==> src/rsw_pkg.sv <==
// Contract
// - Seconds count advances each second while enabled and neither flag is set.
// - Count writes take effect only while the timer is stopped.
// - Match register is writable and readable by software.
// - Count register is readable at any time and loadable only while the timer is stopped.
// - Writing the wake register sets the wake enable and, with the master enable on, starts a 1 kHz countdown.
// - Software reset bit clears all registers and stays until software clears it.
// - Alarm and wake-up flags each have an interrupt enable.
// - Master enable gates everything; wake-up timer never runs without it.
// - Alarm and wake-up each separately enabled as deep power-down wake source.
package rsw_pkg;

    // ==========================================
    // Register map
    localparam logic [7:0] RSW_CTRL_OFS  = 8'h00;
    localparam logic [7:0] RSW_MATCH_OFS = 8'h04;
    localparam logic [7:0] RSW_COUNT_OFS = 8'h08;
    localparam logic [7:0] RSW_WAKE_OFS  = 8'h0c;
    localparam logic [7:0] RSW_STAT_OFS  = 8'h10;
    localparam logic [7:0] RSW_MASK_OFS  = 8'h14;
    localparam logic [7:0] RSW_SUBS_OFS  = 8'h18;

    // ==========================================
    // Control fields
    localparam int RSW_CTRL_SWRST_BIT = 0;
    localparam int RSW_CTRL_ENA_BIT   = 1;
    localparam int RSW_CTRL_WKEN_BIT  = 2;
    localparam int RSW_CTRL_SUBEN_BIT = 3;
    localparam int RSW_CTRL_DPDA_BIT  = 4;
    localparam int RSW_CTRL_DPDW_BIT  = 5;
    localparam int RSW_CTRL_W         = 6;

    // Status / mask fields
    localparam int RSW_ST_ALARM_BIT = 0;
    localparam int RSW_ST_WAKE_BIT  = 1;
    localparam int RSW_ST_W         = 2;

    localparam logic [31:0] RSW_RESET_VAL = 32'h0000_0000;
    localparam int          RSW_WAKE_W    = 16;
    localparam int          RSW_SUBS_W    = 15;

    // ==========================================
    // Timing
    localparam longint RSW_CLK_HZ    = 100_000_000;
    localparam longint RSW_SEC_HZ    = 1;
    localparam longint RSW_MS_HZ     = 1_000;
    localparam longint RSW_SUB_HZ    = 32_768;
    localparam int     RSW_SEC_CYC   = int'(RSW_CLK_HZ / RSW_SEC_HZ);
    localparam int     RSW_MS_CYC    = int'(RSW_CLK_HZ / RSW_MS_HZ);
    localparam int     RSW_SUB_CYC   = int'(RSW_CLK_HZ / RSW_SUB_HZ);

    typedef struct packed {
        logic ena;
        logic wken;
        logic suben;
    } rsw_run_type;

endpackage

==> src/rsw_top.sv <==
`timescale 1ns/10ps
module rsw_top
    import rsw_pkg::*;
#(
    parameter int SEC_CYC = RSW_SEC_CYC,
    parameter int MS_CYC  = RSW_MS_CYC,
    parameter int SUB_CYC = RSW_SUB_CYC
)(
    input  wire logic        pclk,
    input  wire logic        presetn,
    input  wire logic        psel,
    input  wire logic        penable,
    input  wire logic        pwrite,
    input  wire logic [7:0]  paddr,
    input  wire logic [31:0] pwdata,
    output logic      [31:0] prdata,
    output logic             pready,
    output logic             pslverr,
    output logic             irq,
    output logic             dpd_wake
);

    // ==========================================
    // Registers
    logic [RSW_CTRL_W-1:0] ctrl_r, ctrl_nxt;
    logic [31:0]           match_r, match_nxt;
    logic [31:0]           count_r, count_nxt;
    logic [RSW_WAKE_W-1:0] wake_r, wake_nxt;
    logic [RSW_ST_W-1:0]   stat_r, stat_nxt;
    logic [RSW_ST_W-1:0]   mask_r, mask_nxt;
    logic [RSW_SUBS_W-1:0] subs_r, subs_nxt;
    logic [31:0]           prdata_nxt;
    logic                  irq_nxt;
    logic                  dpd_wake_nxt;

    rsw_run_type           run;
    logic                  wr;
    logic                  rd_setup;
    logic                  swrst;
    logic                  wake_wr;
    logic                  sec_tick;
    logic                  ms_tick;
    logic                  sub_tick;
    logic [RSW_ST_W-1:0]   ev;

    // ==========================================
    // Divider storage: seconds, milliseconds, sub-second
    localparam int NDIV = 3;
    logic [31:0]           div_r   [NDIV];
    logic [31:0]           div_nxt [NDIV];
    logic [31:0]           div_end [NDIV];
    logic [NDIV-1:0]       div_run;
    logic [NDIV-1:0]       div_clr;
    logic [NDIV-1:0]       div_tick;

    assign wr       = psel && penable && pwrite;
    assign rd_setup = psel && !penable;
    assign swrst    = ctrl_r[RSW_CTRL_SWRST_BIT];
    assign wake_wr  = wr && (paddr == RSW_WAKE_OFS);

    // Wake-up and sub-second need the master enable
    assign run.ena   = ctrl_r[RSW_CTRL_ENA_BIT] && !swrst;
    assign run.wken  = run.ena && ctrl_r[RSW_CTRL_WKEN_BIT];
    assign run.suben = run.ena && ctrl_r[RSW_CTRL_SUBEN_BIT];

    assign pready  = 1'b1;
    assign pslverr = 1'b0;

    // ==========================================
    // Rate dividers
    assign div_run[0] = run.ena;
    assign div_run[1] = run.wken;
    assign div_run[2] = run.suben;
    assign div_end[0] = 32'(SEC_CYC - 1);
    assign div_end[1] = 32'(MS_CYC - 1);
    assign div_end[2] = 32'(SUB_CYC - 1);
    // A wake write restarts the millisecond phase
    assign div_clr[0] = 1'b0;
    assign div_clr[1] = wake_wr;
    assign div_clr[2] = 1'b0;

    generate
        for (genvar i = 0; i < NDIV; i++)
        begin : g_div
            assign div_tick[i] = div_run[i] && (div_r[i] == div_end[i]);

            always_comb
            begin
                if (!div_run[i] || div_tick[i] || div_clr[i])
                    div_nxt[i] = 32'h0;
                else
                    div_nxt[i] = div_r[i] + 32'h1;
            end

            always_ff @(posedge pclk or negedge presetn)
            begin
                if (!presetn)
                    div_r[i] <= '0;
                else
                    div_r[i] <= div_nxt[i];
            end
        end
    endgenerate

    assign sec_tick = div_tick[0];
    assign ms_tick  = div_tick[1];
    assign sub_tick = div_tick[2];

    // ==========================================
    // Events
    assign ev[RSW_ST_ALARM_BIT] = run.ena && (count_r == match_r);
    assign ev[RSW_ST_WAKE_BIT]  = ms_tick && (wake_r == RSW_WAKE_W'(1));

    // ==========================================
    // Control register
    always_comb
    begin
        ctrl_nxt = ctrl_r;
        // Write wins over soft reset so software can leave it
        if (wr && (paddr == RSW_CTRL_OFS))
            ctrl_nxt = pwdata[RSW_CTRL_W-1:0];
        else if (swrst)
            ctrl_nxt = RSW_CTRL_W'(1);
        else if (wake_wr)
            ctrl_nxt[RSW_CTRL_WKEN_BIT] = 1'b1;
    end

    always_ff @(posedge pclk or negedge presetn)
    begin
        if (!presetn)
            ctrl_r <= '0;
        else
            ctrl_r <= ctrl_nxt;
    end

    // ==========================================
    // Match register
    always_comb
    begin
        match_nxt = match_r;
        if (wr && (paddr == RSW_MATCH_OFS))
            match_nxt = pwdata;
        if (swrst)
            match_nxt = RSW_RESET_VAL;
    end

    always_ff @(posedge pclk or negedge presetn)
    begin
        if (!presetn)
            match_r <= RSW_RESET_VAL;
        else
            match_r <= match_nxt;
    end

    // ==========================================
    // Seconds count
    always_comb
    begin
        count_nxt = count_r;
        // Held while any flag stands
        if (sec_tick && (stat_r == '0))
            count_nxt = count_r + 32'h1;
        if (wr && (paddr == RSW_COUNT_OFS) && !run.ena)
            count_nxt = pwdata;
        if (swrst)
            count_nxt = RSW_RESET_VAL;
    end

    always_ff @(posedge pclk or negedge presetn)
    begin
        if (!presetn)
            count_r <= RSW_RESET_VAL;
        else
            count_r <= count_nxt;
    end

    // ==========================================
    // Wake-up countdown
    always_comb
    begin
        wake_nxt = wake_r;
        // Holds at zero once expired
        if (ms_tick && (wake_r != '0))
            wake_nxt = wake_r - RSW_WAKE_W'(1);
        if (wake_wr)
            wake_nxt = pwdata[RSW_WAKE_W-1:0];
        if (swrst)
            wake_nxt = '0;
    end

    always_ff @(posedge pclk or negedge presetn)
    begin
        if (!presetn)
            wake_r <= '0;
        else
            wake_r <= wake_nxt;
    end

    // ==========================================
    // Status flags, write one to clear, set wins
    generate
        for (genvar b = 0; b < RSW_ST_W; b++)
        begin : g_stat
            assign stat_nxt[b] = !swrst
                              && (ev[b] || (stat_r[b] && !(wr && (paddr == RSW_STAT_OFS) && pwdata[b])));
        end
    endgenerate

    always_ff @(posedge pclk or negedge presetn)
    begin
        if (!presetn)
            stat_r <= '0;
        else
            stat_r <= stat_nxt;
    end

    // ==========================================
    // Interrupt mask
    always_comb
    begin
        mask_nxt = mask_r;
        if (wr && (paddr == RSW_MASK_OFS))
            mask_nxt = pwdata[RSW_ST_W-1:0];
        if (swrst)
            mask_nxt = '0;
    end

    always_ff @(posedge pclk or negedge presetn)
    begin
        if (!presetn)
            mask_r <= '0;
        else
            mask_r <= mask_nxt;
    end

    // ==========================================
    // Sub-second counter
    always_comb
    begin
        subs_nxt = subs_r;
        if (sub_tick)
            subs_nxt = subs_r + RSW_SUBS_W'(1);
        if (swrst)
            subs_nxt = '0;
    end

    always_ff @(posedge pclk or negedge presetn)
    begin
        if (!presetn)
            subs_r <= '0;
        else
            subs_r <= subs_nxt;
    end

    // ==========================================
    // Read data
    always_comb
    begin
        // Loaded at setup so it stands through the access phase
        prdata_nxt = prdata;
        if (rd_setup)
        begin
            case (paddr)
                RSW_CTRL_OFS:  prdata_nxt = 32'(ctrl_r);
                RSW_MATCH_OFS: prdata_nxt = match_r;
                RSW_COUNT_OFS: prdata_nxt = count_r;
                RSW_WAKE_OFS:  prdata_nxt = 32'(wake_r);
                RSW_STAT_OFS:  prdata_nxt = 32'(stat_r);
                RSW_MASK_OFS:  prdata_nxt = 32'(mask_r);
                RSW_SUBS_OFS:  prdata_nxt = 32'(subs_r);
                default:       prdata_nxt = 32'h0;
            endcase
        end
    end

    always_ff @(posedge pclk or negedge presetn)
    begin
        if (!presetn)
            prdata <= '0;
        else
            prdata <= prdata_nxt;
    end

    // ==========================================
    // Interrupt and wake outputs
    always_comb
    begin
        // Taken from next state so they track the flags exactly
        irq_nxt      = |(stat_nxt & mask_nxt);
        dpd_wake_nxt = (stat_nxt[RSW_ST_ALARM_BIT] && ctrl_nxt[RSW_CTRL_DPDA_BIT])
                    || (stat_nxt[RSW_ST_WAKE_BIT] && ctrl_nxt[RSW_CTRL_DPDW_BIT]);
    end

    always_ff @(posedge pclk or negedge presetn)
    begin
        if (!presetn)
        begin
            irq      <= 1'b0;
            dpd_wake <= 1'b0;
        end
        else
        begin
            irq      <= irq_nxt;
            dpd_wake <= dpd_wake_nxt;
        end
    end

endmodule

==> config.mk <==
export PLATFORM = sky130hd
export DESIGN_NAME = rsw_top
export DESIGN_NICKNAME = d
export VERILOG_FILES = /design/src/rsw_pkg.sv /design/src/rsw_top.sv
export SDC_FILE = /design/constraint.sdc
export NUM_CORES = 1
export LEC_CHECK = 0
export BUFFER_PORTS_ARGS = -buffer_cell sky130_fd_sc_hd__buf_2
export CORE_UTILIZATION = 40
export CTS_CLUSTER_DIAMETER = 30
export DETAILED_ROUTE_END_ITERATION = 10
export SLEW_MARGIN = 15
export SYNTH_ARGS = -nofsm -noshare
export SYNTH_HDL_FRONTEND = slang
export SYNTH_SLANG_ARGS = --single-unit
export TNS_END_PERCENT = 20
==> constraint.sdc <==
create_clock -name pclk -period 2.3 [get_ports pclk]
set_input_delay 0.46 -clock pclk [delete_from_list [all_inputs] [get_ports pclk]]
set_output_delay 0.46 -clock pclk [all_outputs]
set_load 0.02 [all_outputs]
==> results.md, run 1 <==
- Final total power: 15410 uW
- Worst slew margin: 43.33%
- Row count: 64
- Number of max-cap violations: 0
- GRT overflow: 0
- Fmax: 431.9 MHz
- TritonCTS Buffers: 60
- Dpl hpwl: 24690 um
- Post-route cell area: roughly 0.017 sq mm
- Sequential fraction of the synthesis area: 47.22%
- Core Box Area: 0.03059 sq mm
- Share of layout cells above drive strength 1: 26.10%
- Routed Antenna Nets: 0
- DR WL met3: 2199 um
- Routed wire length: 35400 um
- Antenna violations before repair: 3
- Initial core utilization: between 40% and 50%
- Top cells by area in the synthesized netlist: dfrtp_1, xnor2_1, nand2_1
- Primary FF master, synth: dfrtp_1
- Crit Path Max Fanout: 8
- Root buf cell: clkbuf_16
- Syn Std Cell Area: 0.01245 sq mm
- Status: complete, but fails checks
- Final WS setup: -0.01549 ns
- R2R Setup Slk: -0.02 ns
- H-tree levels: 2
- Reg2Reg Depth: 8
- Pins Over Slew Limit: 0
- Final #Nets: 1661
- GRT Resource Usage Total: 22.80%
- Clk buf depth: 3
- Cell taking the most area after synthesis: dfrtp_1
- Origin of the critical flop-to-flop path: div_r[31]
- Via density: 5.406
- Hold Crit Class: primary input to register
- Die span in x: ~180 um
- 1st-pass router iterations: 5
- Clk_lat worst skew: between 0.5 and 0.6 ns
- Data required time of the worst path: 2.79 ns
- Hold Fails Final Rpt: 0
- Tmin final: ~2.3 ns
- DP Area: 0.01460 sq mm
- Top-count cell post-synth: dfrtp_1
- IO Port Bufs: 78
- Power Dens Cells: 898.9 mW/mm^2
- Synth unique cells: 60
- Final Wtd Congestion: 0.8847
- Non-Filler Instances: 2052
- Filler Cells Inserted: approximately 2700
- Worst-case clock skew: 0.02813 ns
- CTS sink count: 235
- RSZ-0062 raised after global routing: true
- Period utilization: 100.7%
- Critical path type: register to register
- Failing checks: setup timing
- Metal-1 WL: 15340 um
- Number of synthesized flops with an enable pin: 0
- Pleak: 0.007259 uW
- Hold EP: match_r[22]
- 1st-iter DRT viols: 684
- Syn-to-layout area delta: 37.64%
- Vias in the first global route: 10956
- Hold path depth: 3
- Slew at the pin closest to its max-slew limit: about 0.85 ns
- Min-delay src: pwdata[22]
- Dpl ws: -0.2182 ns
- Crit path DAT: 2.80 ns
- Reg-to-reg endpoint: subs_r[13]
- Cells after Synth: approximately 1400
- Syn nets: 1413
- Peak supply drop: 769.1 uV
- Largest net degree at the start of global routing: 74
- WL/cell: 17.25 um
- Synth async-reset ratio: 100.0%
- Register bit count reported by yosys: 235
- Die height: 178.5 um
- Placed instance count: 1934
- CTS tree: done
- Final setup viols: 1
- Clk slew on worst S/H paths: 0.05 ns
- Total Die Area: 0.03185 sq mm
- Util after Layout: 56.04%
- Most frequent cells after synthesis: dfrtp_1, nand2_1, nor2_1
- Metal2 WL: 16720 um
- First-pass GRT wire length: ~57000 um
- Post-synth top area share: 47.22%
- Crit. End Element: register
- Synthesized area per cell: 9.164 sq um
- I/O pin count: 81
- DRC viols: 0
- DR vias: between 10000 and 15000
- Warnings from Yosys: 0
- Type of origin of the critical path: register
- DR top layer: met5
-- worst max-delay path, stage by stage, from the launching register on --
cell,delay [ns]
dfrtp_1,0.41
nor4_4,0.29
nand4_1,0.21
nor4_4,0.27
buf_4,0.18
nand4_1,0.12
buf_6,0.16
or4_4,0.47
a21oi_2,0.12
-- registers in the layout, summed over array words and instances (netlist names) --
signal,flops
count_r,32
ctrl_r,6
div_r,96
dpd_wake,1
irq,1
mask_r,2
match_r,32
prdata,32
stat_r,2
subs_r,15
wake_r,16
-- metrics by stage --
stage / hold slack, ns / setup TNS [ns]
floorplan: 0.1644 / -0.2426
global placement: 0.4215 / -8.643
detailed placement: 0.4223 / -10.02
CTS: 0.1173 / -0.004299
global route: 0.1326 / -1.906
finish: 0.1404 / -0.01549
-- layout by cell type (no fill, tap or decap), drive strengths merged, types with 42 or more instances in the layout --
cell type and n:
a21oi 64, buf 262, clkbuf 70, dfrtp 235
nand2 178, nand3 71, nand4 42, nor2 168
o21ai 57, xnor2 79, xor2 74
-- power by group --
group          internal [uW]  switching [uW]
Clock                   6690            2690
Combinational            624             767
Sequential              4360             280
Total                  11700            3730
-- per-layer routing --
metal / vias up / track usage (%)
li1: 5281 / -
met1: 5400 / 29.99
met2: 323 / 37.00
met3: 85 / 4.390
met4: 4 / 8.651
met5: - / 0
-- cell families (layout without fill, tap and decap cells) --
family | Yosys count | count (layout) | share of synthesized area, %
other cells | 2 | 3 | 0.06030
mux | 17 | 17 | 1.869
xor+xnor | 153 | 153 | 10.76
flops | 235 | 235 | 47.22
simple gates | 625 | 625 | 24.78
buf+inv | 97 | 393 | 3.255
compound gates | 221 | 221 | 11.15
fa+ha+maj | 9 | 9 | 0.9042
-- timing repair --
action / 4_1_cts / 5_1_grt
setup endpoints to repair: 17 / 43
hold endpoints to repair: 51 / 0
pin swaps: 10 / 16
hold buffers: 1 / 0
setup buffers: 4 / 2
gates resized for setup: 13 / 23
-- area by class of cell --
type / instances / area (sq um) / share of cell area (%)
Timing Repair Buffer: 263 / 1987 / 11.59
Antenna cell: 1 / 2.502 / 0.01460
Multi-Input combinational cell: 1027 / 6415 / 37.42
Clock inverter: 40 / 661.9 / 3.861
Inverter: 20 / 75.07 / 0.4379
Clock buffer: 70 / 1620 / 9.452
Tap cell: 396 / 495.5 / 2.890
Sequential cell: 235 / 5886 / 34.33
-- worst max-delay path by stage --
stage               startpoint     endpoint  slack [ns]  depth (start not counted)
finish               div_r[31]   subs_r[13]       -0.02                          8
detailed placement   ctrl_r[1]  count_r[19]       -0.22                          7
global route         div_r[31]   subs_r[13]       -0.16                          8
global placement     ctrl_r[1]  count_r[19]       -0.17                          7
floorplan             paddr[4]    wake_r[0]       -0.02                          9
CTS                   div_r[0]   subs_r[13]      -0.004                         10
Power figures use the tool's default switching activity.
==> run 2, diff against run 1 <==
Settings changed: SKIP_CTS_REPAIR_TIMING set to 1.
==> results.md, run 2 (synthesis gave the netlist of run 1 again) <==
- GRT overflow: 0
- Total Die Area: 0.03185 sq mm
- Hold Fails Final Rpt: 0
- Via density: roughly 5.4
- Initial core utilization: 40.71%
- Crit. End Element: register
- Final WS setup: -0.02422 ns
- Syn-to-layout area delta: 37.26%
- RSZ-0062 raised after global routing: true
- GRT Resource Usage Total: 22.71%
- Clk slew on worst S/H paths: 0.05 ns
- Dpl hpwl: 24690 um
- Final setup viols: 1
- Number of max-cap violations: 0
- Crit path DAT: 2.81 ns
- Flop pwr share: 30.2%
- Root buf cell: clkbuf_16
- Die height: 178.5 um
- Hold_ws: ~0.14 ns
- Max reg flops: 96
- Tmin final: 2.324 ns
- Most frequent cells in the layout: dfrtp_1, nand2_1, nor2_1, buf_4, xnor2_1
- Clk_lat worst skew: 0.58 ns
- Met2 usage: 36.77%
- CTS sink count: 235
- Hold Crit Class: primary input to register
- Largest net degree at the start of global routing: 74
- TritonCTS Buffers: 60
- Antenna violations before repair: 3
- Pins Over Slew Limit: 0
- Failing checks: setup timing
- Vias in the first global route: ~11000
- CTS tree: done
- Peak supply drop: 769.5 uV
- Core Box Area: 0.03059 sq mm
- Share of layout cells above drive strength 1: approximately a quarter
- Dpl ws: -0.2182 ns
- Busiest layer in global routing: met2
- 1st-pass router iterations: 5
- Cell-internal power: 11680 uW
- Routed Antenna Nets: 0
- Routing usage on met3: 4.220%
- Met1 Usage GRT: 30.07%
- Worst-case clock skew: 0.02842 ns
- Period utilization: 101.1%
- Routed wire length: 35360 um
- Pleak: 0.007233 uW
- Power Dens Cells: 901.3 mW/mm^2
- DRC viols: 0
- Placed instance count: 1934
- Part of the power in the clock network: between 60% and 70%
- I/O pin count: 81
- Final Wtd Congestion: 0.8847
- 1st-iter DRT viols: 759
- DP Area: 0.01460 sq mm
- DR vias: roughly 11000
- Slew at the pin closest to its max-slew limit: 0.8327 ns
- Data required time of the worst path: 2.78 ns
- Fmax: 430.3 MHz
- IO Port Bufs: 78
- Row count: 64
- Non-Filler Instances: 2051
- Worst slew margin: between 40 and 50%
- Type of origin of the critical path: register
- Crit Path Max Fanout: 8
- Switching power: around 3700 uW
- H-tree levels: 2
- Post-route cell area: 0.01710 sq mm
- Status: complete, but fails checks
- Clk buf depth: 3
- Die span in x: 178.5 um
- Gate power share: under 10%
- WL/cell: 17.24 um
- Commonest non-fill, non-tap cell in the layout: dfrtp_1
- Largest Register: div_r
- Final #Nets: 1660
- Sw frac: between 20% and 30%
- First-pass GRT wire length: 57110 um
- Critical path type: register to register
run 2: critical path, cell delays in order, from the launching register on:
cell and delay (ns):
dfrtp_1 0.40, nor4_2 0.36, nand3_2 0.17, nor4_4 0.25, buf_4 0.18, nand4_1 0.12, buf_6 0.16, or4_4 0.47
a21oi_2 0.12
run 2: final cells by class:
cell class                 instances  area, sq um
inverter                          20        75.07
antenna                            1        2.502
clock inverter                    40        661.9
timing repair buffer             262         1983
sequential                       235         5887
fill                            2717        13490
tap                              396        495.5
clock buffer                      70         1620
multi-input combinational       1027         6370
run 2: through the flow:
stage	TNS (ns)	utilization, %	total power (uW)
global placement	-8.643	47.73	6030
finish	-0.02422	55.89	15410
floorplan	-0.2426	-	5410
detailed placement	-10.02	47.73	6044
global route	-2.277	55.88	15910
CTS	-1.261	55.19	15500
run 2: path summary, 6_finish.rpt:
kind,start,to,slack [ns],cells past startpoint
setup / recovery,div_r[16],subs_r[13],-0.02,8
hold / removal,pwdata[25],match_r[25],0.14,3
setup reg to reg,div_r[16],subs_r[13],-0.02,8
hold reg to reg,prdata[22],prdata[22],0.47,2
max in group asynchronous,presetn,count_r[0],1.21,3
min in group asynchronous,presetn,prdata[27],0.41,2
run 2: metal layers:
metal / part of all wire (%) / up-vias
li1: - / 5289
met1: 43 / 5362
met2: 48 / 311
met3: 6.1 / 81
met4: 3.2 / 4
met5: 0.062 / -
run 2: power groups by stage:
stage / Combinational (uW) / Sequential [uW] / Clock (uW)
6_report: 1380 / 4650 / 9380
3_5_place_dp: 1360 / 4690 / 0
2_1_floorplan: 819 / 4590 / 0
4_1_cts: 1370 / 4630 / 9500
3_3_place_gp: 1350 / 4680 / 0
5_1_grt: 1500 / 4670 / 9740
